$ cat src/include/kbd_ptr_pkg.sv
/*
  Shared constants and carrier types for the keyboard and pointer event
  encoder: link codes, timing figures, setting ranges and packet layout.
  Assumes a single 200 MHz clock domain for every user of the package.
*/
package kbd_ptr_pkg;

  // clock and time base
  localparam int CLK_PERIOD_NS = 5;
  localparam int TICK_MS = 10;
  localparam int NS_PER_MS = 1000000;
  localparam int TICK_NS = TICK_MS * NS_PER_MS;
  localparam int TICK_CYCLES_DEF = TICK_NS / CLK_PERIOD_NS;
  localparam int RESET_MS = 100;
  localparam int RESET_TICKS = RESET_MS / TICK_MS;

  // link bytes
  localparam logic [7:0] PTR_HEADER = 8'hfd;
  localparam logic [7:0] HOST_ACK = 8'hfe;
  localparam int RELEASE_BIT = 7;

  // settings: 99 steps, values 0 to 98
  localparam int SETTING_W = 7;
  localparam int SETTING_STEPS = 99;
  localparam logic [SETTING_W-1:0] SETTING_MAX = 7'h62;
  localparam logic [SETTING_W-1:0] SETTING_MIN = 7'h00;
  localparam logic [SETTING_W-1:0] SETTING_RESET = 7'h31;

  // pointer packet
  localparam int SENSOR_W = 10;
  localparam int MAG_W = 3;
  localparam logic [MAG_W-1:0] MAG_MAX = 3'h7;

  localparam int PARAM_W = 8;

  typedef struct packed {
    logic release_flag;   // 1 = key released
    logic [6:0] code;     // scan code
  } key_event_t;

  typedef struct packed {
    logic [SENSOR_W-1:0] left;
    logic [SENSOR_W-1:0] right;
    logic [SENSOR_W-1:0] up;
    logic [SENSOR_W-1:0] down;
  } sensor_set_t;

  typedef struct packed {
    logic y_ovf;
    logic x_ovf;
    logic y_neg;
    logic x_neg;
    logic event_flag;
    logic mid_btn;
    logic right_btn;
    logic left_btn;
  } pointer_status_t;

  typedef enum logic [2:0] {
    TX_IDLE,
    TX_ACK,
    TX_KEY,
    TX_HDR,
    TX_STAT,
    TX_XMAG,
    TX_YMAG
  } tx_state_t;

endpackage

$ cat src/hw/kbd_ptr_encoder.sv
/*
  Keyboard and pressure-pad pointer event encoder: key press/release
  codes, auto-repeat, hot-key trapping for brightness, contrast and
  reset, and four-byte pointer packets, all sent as raw bytes to the host.
  Assumes the key scanner, sensor converter and host link logic all run
  on clk; repeat and scan parameters come from nonvolatile storage.
*/
// How it works
// - key press sends its code; release sends the code with bit 7 set.
// - repeat delay and repeat interval are inputs counted in 10 ms ticks.
// - after the delay, the last pressed held key resends every interval.
// - ALT+UP/DOWN, ALT+LEFT/RIGHT and ALT+ESC+R are trapped, not forwarded.
// - during a trapped combination only ALT press and release reach host.
// - a held hot-key combination repeats its action at the repeat rate.
// - brightness has 99 steps; UP lowers the value, DOWN raises, saturating.
// - contrast works the same, stepped by ALT+LEFT and ALT+RIGHT.
// - reset combination sets user-reset flag, holds reset low 100 ms.
// - X motion is right minus left pressure; Y is up minus down.
// - first sensor sample after reset is the calibration baseline.
// - a pointer event is header FD, status, X magnitude, Y magnitude.
// - status bits: overflows, signs, event flag, middle, right, left.
// - magnitudes are 0 to 7; overflow bits always sent as zero.
// - event flag cleared at reset; button key changes set it.
// - each scan handles keyboard input first, then pointer scan.
// - net motion fills signs and magnitudes and sets the event flag.
// - at scan end a set event flag sends one packet, then clears.
// - pressure quantizes to eight levels, 64 units per step.
// - pointer scan period is an input in 10 ms ticks, kept externally.
// - all link bytes are raw values, never text characters.
// - keys not used as commands are forwarded to the host.
// - each host request is answered by FE before normal traffic resumes.
module kbd_ptr_encoder
  import kbd_ptr_pkg::*;
#(
  parameter int TICK_CYCLES = TICK_CYCLES_DEF,
  parameter int MAG_SHIFT = 6,
  parameter logic [6:0] KEY_ALT = 7'h38,
  parameter logic [6:0] KEY_UP = 7'h48,
  parameter logic [6:0] KEY_DOWN = 7'h50,
  parameter logic [6:0] KEY_LEFT = 7'h4b,
  parameter logic [6:0] KEY_RIGHT = 7'h4d,
  parameter logic [6:0] KEY_ESC = 7'h01,
  parameter logic [6:0] KEY_R = 7'h13,
  parameter logic [6:0] KEY_BTN_L = 7'h5b,
  parameter logic [6:0] KEY_BTN_M = 7'h5c,
  parameter logic [6:0] KEY_BTN_R = 7'h5d
) (
  input wire logic clk,                          // 200 MHz clock
  input wire logic srst,                         // sync reset, high
  input wire logic ce,                           // clock enable
  input wire logic key_valid,                    // scanner event valid
  input wire kbd_ptr_pkg::key_event_t key_in,    // scanner event
  output logic key_ready,                        // event accepted
  input wire logic sensor_valid,                 // new sensor sample
  input wire kbd_ptr_pkg::sensor_set_t sensor_in, // four readings
  input wire logic host_req,                     // host request pulse
  input wire logic [7:0] repeat_delay,           // ticks before repeat
  input wire logic [7:0] repeat_interval,        // ticks between repeats
  input wire logic [7:0] scan_period,            // ticks between scans
  output logic tx_valid,                         // byte to host valid
  output logic [7:0] tx_data,                    // byte to host
  input wire logic tx_ready,                     // link takes byte
  output logic [6:0] brightness,                 // brightness pot value
  output logic [6:0] contrast,                   // contrast pot value
  output logic user_reset,                       // user-reset status
  output logic sys_rst_n                         // system reset, low
);

  // ---------------- time base ----------------
  logic [31:0] tick_cnt_r, tick_cnt_nxt;
  logic tick;

  always_comb begin
    tick = (tick_cnt_r == 32'(TICK_CYCLES - 1));
    tick_cnt_nxt = tick ? '0 : tick_cnt_r + 32'h1;
  end

  always_ff @(posedge clk) begin
    if (srst) begin
      tick_cnt_r <= '0;
    end else if (ce) begin
      tick_cnt_r <= tick_cnt_nxt;
    end
  end

  // ---------------- keyboard group ----------------
  logic alt_r, up_r, down_r, left_r, right_r, esc_r, rkey_r;
  logic alt_nxt, up_nxt, down_nxt, left_nxt, right_nxt, esc_nxt, rkey_nxt;
  logic kpend_r, kpend_nxt;
  logic [7:0] kbyte_r, kbyte_nxt;
  logic [6:0] last_r, last_nxt;
  logic last_hot_r, last_hot_nxt;
  logic rpt_on_r, rpt_on_nxt, rpt_go_r, rpt_go_nxt;
  logic [7:0] rpt_cnt_r, rpt_cnt_nxt;
  logic [6:0] bright_r, bright_nxt, contr_r, contr_nxt;
  logic ures_r, ures_nxt, rst_on_r, rst_on_nxt;
  logic [7:0] rst_cnt_r, rst_cnt_nxt;
  logic [2:0] btn_r, btn_nxt;
  logic btn_evt;
  logic key_sent;
  logic key_acc, rel, is_hot, is_btn, act_en;
  logic [6:0] code, act_code;

  assign key_ready = ce & ~kpend_r;
  assign brightness = bright_r;
  assign contrast = contr_r;
  assign user_reset = ures_r;
  assign sys_rst_n = ~rst_on_r;

  always_comb begin
    alt_nxt = alt_r;
    up_nxt = up_r;
    down_nxt = down_r;
    left_nxt = left_r;
    right_nxt = right_r;
    esc_nxt = esc_r;
    rkey_nxt = rkey_r;
    kpend_nxt = kpend_r & ~key_sent;
    kbyte_nxt = kbyte_r;
    last_nxt = last_r;
    last_hot_nxt = last_hot_r;
    rpt_on_nxt = rpt_on_r;
    rpt_go_nxt = rpt_go_r;
    rpt_cnt_nxt = rpt_cnt_r;
    bright_nxt = bright_r;
    contr_nxt = contr_r;
    ures_nxt = ures_r;
    rst_on_nxt = rst_on_r;
    rst_cnt_nxt = rst_cnt_r;
    btn_nxt = btn_r;
    btn_evt = 1'b0;
    act_en = 1'b0;
    act_code = '0;
    key_acc = key_valid & key_ready;
    rel = key_in.release_flag;
    code = key_in.code;
    is_hot = (code == KEY_UP) || (code == KEY_DOWN) || (code == KEY_LEFT) ||
             (code == KEY_RIGHT) || (code == KEY_ESC) || (code == KEY_R);
    is_btn = (code == KEY_BTN_L) || (code == KEY_BTN_M) ||
             (code == KEY_BTN_R);
    if (key_acc) begin
      if (code == KEY_UP) up_nxt = ~rel;
      if (code == KEY_DOWN) down_nxt = ~rel;
      if (code == KEY_LEFT) left_nxt = ~rel;
      if (code == KEY_RIGHT) right_nxt = ~rel;
      if (code == KEY_ESC) esc_nxt = ~rel;
      if (code == KEY_R) rkey_nxt = ~rel;
      if (rel && code == last_r) rpt_on_nxt = 1'b0;
      if (code == KEY_ALT) begin
        alt_nxt = ~rel;
        kpend_nxt = 1'b1;
        kbyte_nxt = {rel, code};
        if (rel && last_hot_r) rpt_on_nxt = 1'b0;
      end else if (is_btn) begin
        // simulated mouse buttons
        if (code == KEY_BTN_L) btn_nxt[0] = ~rel;
        if (code == KEY_BTN_R) btn_nxt[1] = ~rel;
        if (code == KEY_BTN_M) btn_nxt[2] = ~rel;
        btn_evt = 1'b1;
      end else if (alt_r && is_hot) begin
        if (!rel) begin
          act_en = 1'b1;
          act_code = code;
          last_nxt = code;
          last_hot_nxt = 1'b1;
          rpt_on_nxt = 1'b1;
          rpt_go_nxt = 1'b0;
          rpt_cnt_nxt = '0;
        end
      end else begin
        kpend_nxt = 1'b1;
        kbyte_nxt[RELEASE_BIT] = rel;
        kbyte_nxt[6:0] = code;
        if (!rel) begin
          last_nxt = code;
          last_hot_nxt = 1'b0;
          rpt_on_nxt = 1'b1;
          rpt_go_nxt = 1'b0;
          rpt_cnt_nxt = '0;
        end
      end
    end else if (tick && rpt_on_r) begin
      if (rpt_cnt_r + 8'h1 >= (rpt_go_r ? repeat_interval
                                        : repeat_delay)) begin
        rpt_cnt_nxt = '0;
        rpt_go_nxt = 1'b1;
        if (last_hot_r) begin
          act_en = alt_r;
          act_code = last_r;
        end else if (!kpend_r) begin
          kpend_nxt = 1'b1;
          kbyte_nxt = {1'b0, last_r};
        end
      end else begin
        rpt_cnt_nxt = rpt_cnt_r + 8'h1;
      end
    end
    if (act_en) begin
      if (act_code == KEY_UP && bright_r != SETTING_MIN)
        bright_nxt = bright_r - 7'h1;
      if (act_code == KEY_DOWN && bright_r != SETTING_MAX)
        bright_nxt = bright_r + 7'h1;
      if (act_code == KEY_LEFT && contr_r != SETTING_MIN)
        contr_nxt = contr_r - 7'h1;
      if (act_code == KEY_RIGHT && contr_r != SETTING_MAX)
        contr_nxt = contr_r + 7'h1;
      if ((act_code == KEY_ESC || act_code == KEY_R) &&
          esc_nxt && rkey_nxt && !rst_on_r) begin
        ures_nxt = 1'b1;
        rst_on_nxt = 1'b1;
        rst_cnt_nxt = '0;
      end
    end
    if (rst_on_r && tick) begin
      if (rst_cnt_r == 8'(RESET_TICKS - 1)) begin
        rst_on_nxt = 1'b0;
      end else begin
        rst_cnt_nxt = rst_cnt_r + 8'h1;
      end
    end
  end

  always_ff @(posedge clk) begin
    if (srst) begin
      alt_r <= 1'b0;
      up_r <= 1'b0;
      down_r <= 1'b0;
      left_r <= 1'b0;
      right_r <= 1'b0;
      esc_r <= 1'b0;
      rkey_r <= 1'b0;
      kpend_r <= 1'b0;
      kbyte_r <= '0;
      last_r <= '0;
      last_hot_r <= 1'b0;
      rpt_on_r <= 1'b0;
      rpt_go_r <= 1'b0;
      rpt_cnt_r <= '0;
      bright_r <= SETTING_RESET;
      contr_r <= SETTING_RESET;
      ures_r <= 1'b0;
      rst_on_r <= 1'b0;
      rst_cnt_r <= '0;
      btn_r <= '0;
    end else if (ce) begin
      alt_r <= alt_nxt;
      up_r <= up_nxt;
      down_r <= down_nxt;
      left_r <= left_nxt;
      right_r <= right_nxt;
      esc_r <= esc_nxt;
      rkey_r <= rkey_nxt;
      kpend_r <= kpend_nxt;
      kbyte_r <= kbyte_nxt;
      last_r <= last_nxt;
      last_hot_r <= last_hot_nxt;
      rpt_on_r <= rpt_on_nxt;
      rpt_go_r <= rpt_go_nxt;
      rpt_cnt_r <= rpt_cnt_nxt;
      bright_r <= bright_nxt;
      contr_r <= contr_nxt;
      ures_r <= ures_nxt;
      rst_on_r <= rst_on_nxt;
      rst_cnt_r <= rst_cnt_nxt;
      btn_r <= btn_nxt;
    end
  end

  // ---------------- pointer and transmit group ----------------
  function automatic logic [MAG_W-1:0] quant(input logic [SENSOR_W:0] d);
    logic [SENSOR_W:0] a;
    logic [SENSOR_W:0] s;
    a = d[SENSOR_W] ? -d : d;
    s = a >> MAG_SHIFT;
    quant = (s > SENSOR_W'(MAG_MAX)) ? MAG_MAX : s[MAG_W-1:0];
  endfunction

  function automatic logic [SENSOR_W-1:0] press(
    input logic [SENSOR_W-1:0] v,
    input logic [SENSOR_W-1:0] b
  );
    press = (v > b) ? v - b : '0;
  endfunction

  sensor_set_t base_r, base_nxt, samp_r, samp_nxt;
  logic cal_r, cal_nxt, have_r, have_nxt;
  logic [7:0] scan_cnt_r, scan_cnt_nxt;
  logic scan_due_r, scan_due_nxt;
  pointer_status_t stat_r, stat_nxt, pkt_stat_r, pkt_stat_nxt;
  logic [MAG_W-1:0] mx_r, mx_nxt, my_r, my_nxt;
  logic pkt_req_r, pkt_req_nxt, ack_r, ack_nxt;
  tx_state_t st_r, st_nxt;
  logic [7:0] txd_r, txd_nxt;
  logic [SENSOR_W:0] dx, dy;
  logic take;

  assign tx_valid = ce & (st_r != TX_IDLE);
  assign tx_data = txd_r;

  always_comb begin
    base_nxt = base_r;
    samp_nxt = samp_r;
    cal_nxt = cal_r;
    have_nxt = have_r;
    scan_cnt_nxt = scan_cnt_r;
    scan_due_nxt = 1'b0;
    stat_nxt = stat_r;
    pkt_stat_nxt = pkt_stat_r;
    mx_nxt = mx_r;
    my_nxt = my_r;
    pkt_req_nxt = pkt_req_r;
    ack_nxt = ack_r;
    st_nxt = st_r;
    txd_nxt = txd_r;
    key_sent = 1'b0;
    take = tx_valid & tx_ready;
    dx = {1'b0, press(samp_r.right, base_r.right)} -
         {1'b0, press(samp_r.left, base_r.left)};
    dy = {1'b0, press(samp_r.up, base_r.up)} -
         {1'b0, press(samp_r.down, base_r.down)};
    if (sensor_valid) begin
      samp_nxt = sensor_in;
      have_nxt = 1'b1;
      if (!cal_r) begin
        base_nxt = sensor_in;
        cal_nxt = 1'b1;
      end
    end
    if (tick) begin
      if (scan_cnt_r + 8'h1 >= scan_period) begin
        scan_cnt_nxt = '0;
        scan_due_nxt = 1'b1;
      end else begin
        scan_cnt_nxt = scan_cnt_r + 8'h1;
      end
    end
    // button bits come from the keyboard pass, one cycle ahead of the scan
    stat_nxt.left_btn = btn_r[0];
    stat_nxt.right_btn = btn_r[1];
    stat_nxt.mid_btn = btn_r[2];
    stat_nxt.y_ovf = 1'b0;
    stat_nxt.x_ovf = 1'b0;
    if (scan_due_r && have_r && !pkt_req_r) begin
      if (dx != '0 || dy != '0) begin
        stat_nxt.x_neg = dx[SENSOR_W];
        stat_nxt.y_neg = dy[SENSOR_W];
        mx_nxt = (dx != '0) ? quant(dx) : '0;
        my_nxt = (dy != '0) ? quant(dy) : '0;
        stat_nxt.event_flag = 1'b1;
      end else begin
        mx_nxt = '0;
        my_nxt = '0;
      end
      if (stat_nxt.event_flag && !pkt_req_r) begin
        pkt_req_nxt = 1'b1;
        pkt_stat_nxt = stat_nxt;
        stat_nxt.event_flag = 1'b0;
      end
    end
    if (btn_evt) stat_nxt.event_flag = 1'b1;
    if (host_req) ack_nxt = 1'b1;
    case (st_r)
      TX_IDLE: begin
        if (ack_r) begin
          st_nxt = TX_ACK;
          txd_nxt = HOST_ACK;
        end else if (pkt_req_r) begin
          st_nxt = TX_HDR;
          txd_nxt = PTR_HEADER;
        end else if (kpend_r) begin
          st_nxt = TX_KEY;
          txd_nxt = kbyte_r;
        end
      end
      TX_ACK: begin
        if (take) begin
          st_nxt = TX_IDLE;
          ack_nxt = host_req;
        end
      end
      TX_KEY: begin
        if (take) begin
          st_nxt = TX_IDLE;
          key_sent = 1'b1;
        end
      end
      TX_HDR: begin
        if (take) begin
          st_nxt = TX_STAT;
          txd_nxt = pkt_stat_r;
        end
      end
      TX_STAT: begin
        if (take) begin
          st_nxt = TX_XMAG;
          txd_nxt = {5'h00, mx_r};
        end
      end
      TX_XMAG: begin
        if (take) begin
          st_nxt = TX_YMAG;
          txd_nxt = {5'h00, my_r};
        end
      end
      TX_YMAG: begin
        if (take) begin
          st_nxt = TX_IDLE;
          pkt_req_nxt = 1'b0;
        end
      end
      default: st_nxt = TX_IDLE;
    endcase
  end

  always_ff @(posedge clk) begin
    if (srst) begin
      base_r <= '0;
      samp_r <= '0;
      cal_r <= 1'b0;
      have_r <= 1'b0;
      scan_cnt_r <= '0;
      scan_due_r <= 1'b0;
      stat_r <= '0;
      pkt_stat_r <= '0;
      mx_r <= '0;
      my_r <= '0;
      pkt_req_r <= 1'b0;
      ack_r <= 1'b0;
      st_r <= TX_IDLE;
      txd_r <= '0;
    end else if (ce) begin
      base_r <= base_nxt;
      samp_r <= samp_nxt;
      cal_r <= cal_nxt;
      have_r <= have_nxt;
      scan_cnt_r <= scan_cnt_nxt;
      scan_due_r <= scan_due_nxt;
      stat_r <= stat_nxt;
      pkt_stat_r <= pkt_stat_nxt;
      mx_r <= mx_nxt;
      my_r <= my_nxt;
      pkt_req_r <= pkt_req_nxt;
      ack_r <= ack_nxt;
      st_r <= st_nxt;
      txd_r <= txd_nxt;
    end
  end

endmodule

$ cat config.mk
export PLATFORM = sky130hd
export DESIGN_NAME = kbd_ptr_encoder
export DESIGN_NICKNAME = d
export VERILOG_FILES = /design/src/include/kbd_ptr_pkg.sv /design/src/hw/kbd_ptr_encoder.sv
export SDC_FILE = /design/constraint.sdc
export NUM_CORES = 1
export LEC_CHECK = 0
export BUFFER_PORTS_ARGS = -buffer_cell sky130_fd_sc_hd__buf_4
export CAP_MARGIN = 10
export CORE_MARGIN = 2
export CORE_UTILIZATION = 40
export DETAILED_ROUTE_END_ITERATION = 6
export GPL_TIMING_DRIVEN = 0
export HOLD_SLACK_MARGIN = 0.06
export PLACE_DENSITY = 0.54
export SLEW_MARGIN = 5
export SYNTH_ARGS = -nofsm -noshare
export SYNTH_HDL_FRONTEND = slang
export SYNTH_SLANG_ARGS = --single-unit
$ cat constraint.sdc
create_clock -name clk -period 7 [get_ports clk]
set_input_delay 0.35 -clock clk [delete_from_list [all_inputs] [get_ports clk]]
set_output_delay 0.35 -clock clk [all_outputs]
set_load 0.03 [all_outputs]
==> out/metrics.yaml <==
run_status:
  status: "complete, but fails checks"
  violations: "DRC"
drt:
  drt_iter0_markers: 775
  drcViolationCount: 3
  via_count: 12331
  wl_per_cell_um: 15.88
  top_layer: "met4"
  met2_length_mm: 17.60
  via_per_inst: 5.267
  wl_met1_mm: 17.01
  dr_wl_met3_mm: 1.537
  wl_mm: 37.16
  ant_nets: 0
  drtPass1Iterations: 7
place:
  pre_cts_ws_ns: 1.223
  dp_hpwl_mm: 28.08
  place_area_sq_mm: 0.01449
  gp_congestion: 0.8638
  portBuffers: 103
power:
  p_total_mw: 3.835
  peakVddDrop_uv: 224.7
  leakage_nw: 6.168
  p_per_area_mw_per_mm2: 242.0
timing:
  fmax_ghz: 0.1736
  period_share_pct: 82.28
  fin_worst_skew_ns: 0.03025
  setup_viol: 0
  rsz0062_at_grt: "no"
  slew_violations: 0
  layout_min_cycle_time_ns: 5.760
  final.setup.tns_ns: 0
  worst_pin_slew_ns: 1.074
  final_hold_viol_count: 0
  setup_ws_ns: 1.240
  max_slew_margin_pct: 27.75
layout:
  num_antenna_cells: 0
  multiInputGateArea_sq_mm: 0.008288
  fillers: 3289
  seq_area_sq_mm: 0.004144
  drive_gt1_share_pct: 9.795
  final_area_sq_mm: 0.01585
  area_delta_synth_final_pct: 20.41
  fin_nets: 2059
yosys:
  synth.net_count: 1886
  ys_async_sr_fraction_pct: 0
  synth-main-ff-cell: "dfxtp_1"
  synth_warnings: 0
  yosysSeqAreaShare_pct: 31.49
  ys_types: 86
  muxShareOfSynthArea_pct: 1.692
  ys_seq_elements: 207
  synth_fa_ha_area_share_pct: 9.870
  synth_top_family_by_area: "simple AND/OR/NAND/NOR gates"
  synthCells: 1708
  synth_area_sq_mm: 0.01316
  synth-xor-area-share_pct: 6.257
  synth_edf_count: 0
  avgSynthCellArea_sq_um: 7.704
  yosys.area_share.simple_pct: 24.75
  synth_compound_area_share_pct: 20.41
clock_network:
  htree_levels: 1
  cts_made_buffers: 26
  cts_buffer_depth: 3
  root_buffer: "clkbuf_16"
  clk_pin_slew_ns: 0.06
  cts_tree: "built"
  cts_sinks: 207
  postCtsResizedCells: 0
  clk-insertion-delay-late_ns: 0.57
grt:
  track_usage_pct: 21.64
  grt_max_degree: 15
  grt_pass1_vias: 11895
  grt_pass1_wl_mm: 60.09
  overflow: 0
  grt_antenna_before_repair: 0
critical_path:
  crit_type: "flip-flop to flip-flop"
  r2r_start: "samp_r[10]"
  crit_path_max_fanout: 9
  worst_path_largest_cell_delay_ns: 0.66
  critPathArrivalTime_ns: 6.19
  crit_family: "compound AO/OA/AOI/OAI gates"
  worstSetupStartpointType: "flip-flop"
  critPathCaptureType: "flip-flop"
  path_buf_inv: 3
  path_depth: 24
  r2r_cells: 24
  required_ns: 7.43
  slowest_stage: "o41ai_4"
  crit_path_start: "samp_r[10]"
  worstPathCellList: "inv_1 -> ha_1 -> inv_1 -> fa_1 -> a21oi_1 -> nor2_1 -> nor2_1 -> o21ai_0 -> a21oi_1 -> o21bai_1 -> a21oi_1 -> a41o_1 -> clkbuf_1 -> nor2_1 -> fa_1 -> a21o_1 -> a221oi_1 -> o21ai_0 -> xor2_1 -> a21oi_1 -> nand4b_1 -> o41ai_4 -> mux2i_1 -> nor2_1"
floorplan:
  rows: 66
  pin_count: 105
  die_y_um: 185.4
  die_area_sq_mm: 0.03436
  die_width_um: 185.4
  core-area_sq_mm: 0.03245
  start_util_pct: 40.55
min_path:
  min_path_type: "input pin to flip-flop"
  min_delay_path_depth: 3
  hold_start: "srst"
job:
  drv_cap: 0
==> layer usage <==
metal / track usage [%] / vias up
li1: - / 6365
met1: 27.29 / 5656
met2: 38.22 / 248
met3: 3.166 / 62
met4: 5.968 / 0
met5: 0 / -
==> registers in the layout (all words and copies together), names as in the netlist, 3 cells and up <==
name        flops
mx_r            3
kbyte_r         8
rst_cnt_r       8
st_r            3
contrast        7
tx_data         8
tick_cnt_r     32
samp_r         40
stat_r          3
last_r          7
btn_r           3
rpt_cnt_r       8
base_r         40
brightness      7
pkt_stat_r      6
my_r            3
scan_cnt_r      8
==> per-stage QoR <==
stage	instances	utilization, %	hold WS, ns
final	2341	48.82	0.1713
after global routing	2341	48.82	0.1693
after CTS	2341	48.82	0.1623
after detailed placement	2253	44.63	0.4465
after global placement	2253	44.63	0.4423
after floorplan	1708	-	0.4320
==> repair_timing <==
action	4_1_cts	5_1_grt
endpoints found under the hold margin	76	0
setup buffers	0	0
hold buffers	42	0
==> worst paths after layout <==
kind | endpoint | slack (ns)
min reg2reg | samp_r[20] | 0.45
max reg2reg | pkt_stat_r[1] | 1.24
max | pkt_stat_r[1] | 1.24
min | scan_cnt_r[0] | 0.17
==> power breakdown <==
part,switching (mW),internal (mW),total [mW]
combinational,0.664,0.454,1.12
clock,0.550,0.928,1.48
sequential,0.0225,1.22,1.24
==> cell usage after synthesis, types with 9 or more instances <==
master	instances	area, sq um
nand2_1	265	994.7
xor2_1	53	464.2
nand3b_1	14	105.1
a21o_1	27	202.7
nor3_1	33	165.2
nand3_1	45	225.2
nor3b_1	10	75.07
dfxtp_1	207	4144
o21ai_0	62	310.3
inv_1	103	386.6
mux2i_1	20	200.2
ha_1	91	1139
nor2b_1	19	118.9
and3_1	21	131.4
clkbuf_1	62	232.7
nand4_1	24	150.1
or2_2	9	56.30
and2_1	10	62.56
a22oi_1	10	75.07
nor4_1	12	75.07
a21oi_1	187	935.9
or3_1	11	68.82
nor2_1	153	574.3
nand2b_1	15	93.84
xnor2_1	41	359.1
o211ai_1	18	135.1
o21a_1	10	75.07
a311oi_1	12	105.1
==> area by class of cell <==
cell class              instances  share of cell area [%]
multi-input cells            1318                   52.31
flip-flops and latches        207                   26.15
repair buffers                145                   7.533
clock buffers                  35                   4.446
well taps                     442                   3.490
inverters                     103                   2.440
plain buffers                  80                   2.148
clock inverters                11                   1.485
==> worst reg2reg max path, stage by stage, from the launching register on <==
cell and delay [ns]:
dfxtp_1 0.31, inv_1 0.05, ha_1 0.15, inv_1 0.05
fa_1 0.40, a21oi_1 0.16, nor2_1 0.05, nor2_1 0.20
o21ai_0 0.14, a21oi_1 0.24, o21bai_1 0.09, a21oi_1 0.22
a41o_1 0.12, clkbuf_1 0.29, nor2_1 0.15, fa_1 0.50
a21o_1 0.20, a221oi_1 0.44, o21ai_0 0.30, xor2_1 0.27
a21oi_1 0.17, nand4b_1 0.19, o41ai_4 0.66, mux2i_1 0.25
nor2_1 0.05
==> kinds of logic (layout without fill, tap and decap cells) <==
group / after synthesis / in the layout
simple gates: 678 / 678
compound gates: 425 / 425
flops: 207 / 207
buf+inv: 183 / 374
fa+ha+maj: 99 / 99
xor+xnor: 94 / 94
mux: 22 / 22
==> placed cells by master, fill, tap and decap left out, drive strengths merged, types with 20 or more instances in the layout <==
| cell type | instances |
|---|---|
| inv | 103 |
| buf | 120 |
| a21o | 27 |
| and3 | 21 |
| xnor2 | 41 |
| xor2 | 53 |
| a21oi | 189 |
| dfxtp | 207 |
| clkbuf | 98 |
| dlygate4sd3 | 42 |
| mux2i | 20 |
| nand4 | 24 |
| nand2 | 266 |
| o21ai | 68 |
| nand3 | 45 |
| nor2 | 153 |
| nor3 | 33 |
| ha | 91 |
No activity file was read; power rests on OpenSTA's default activity.
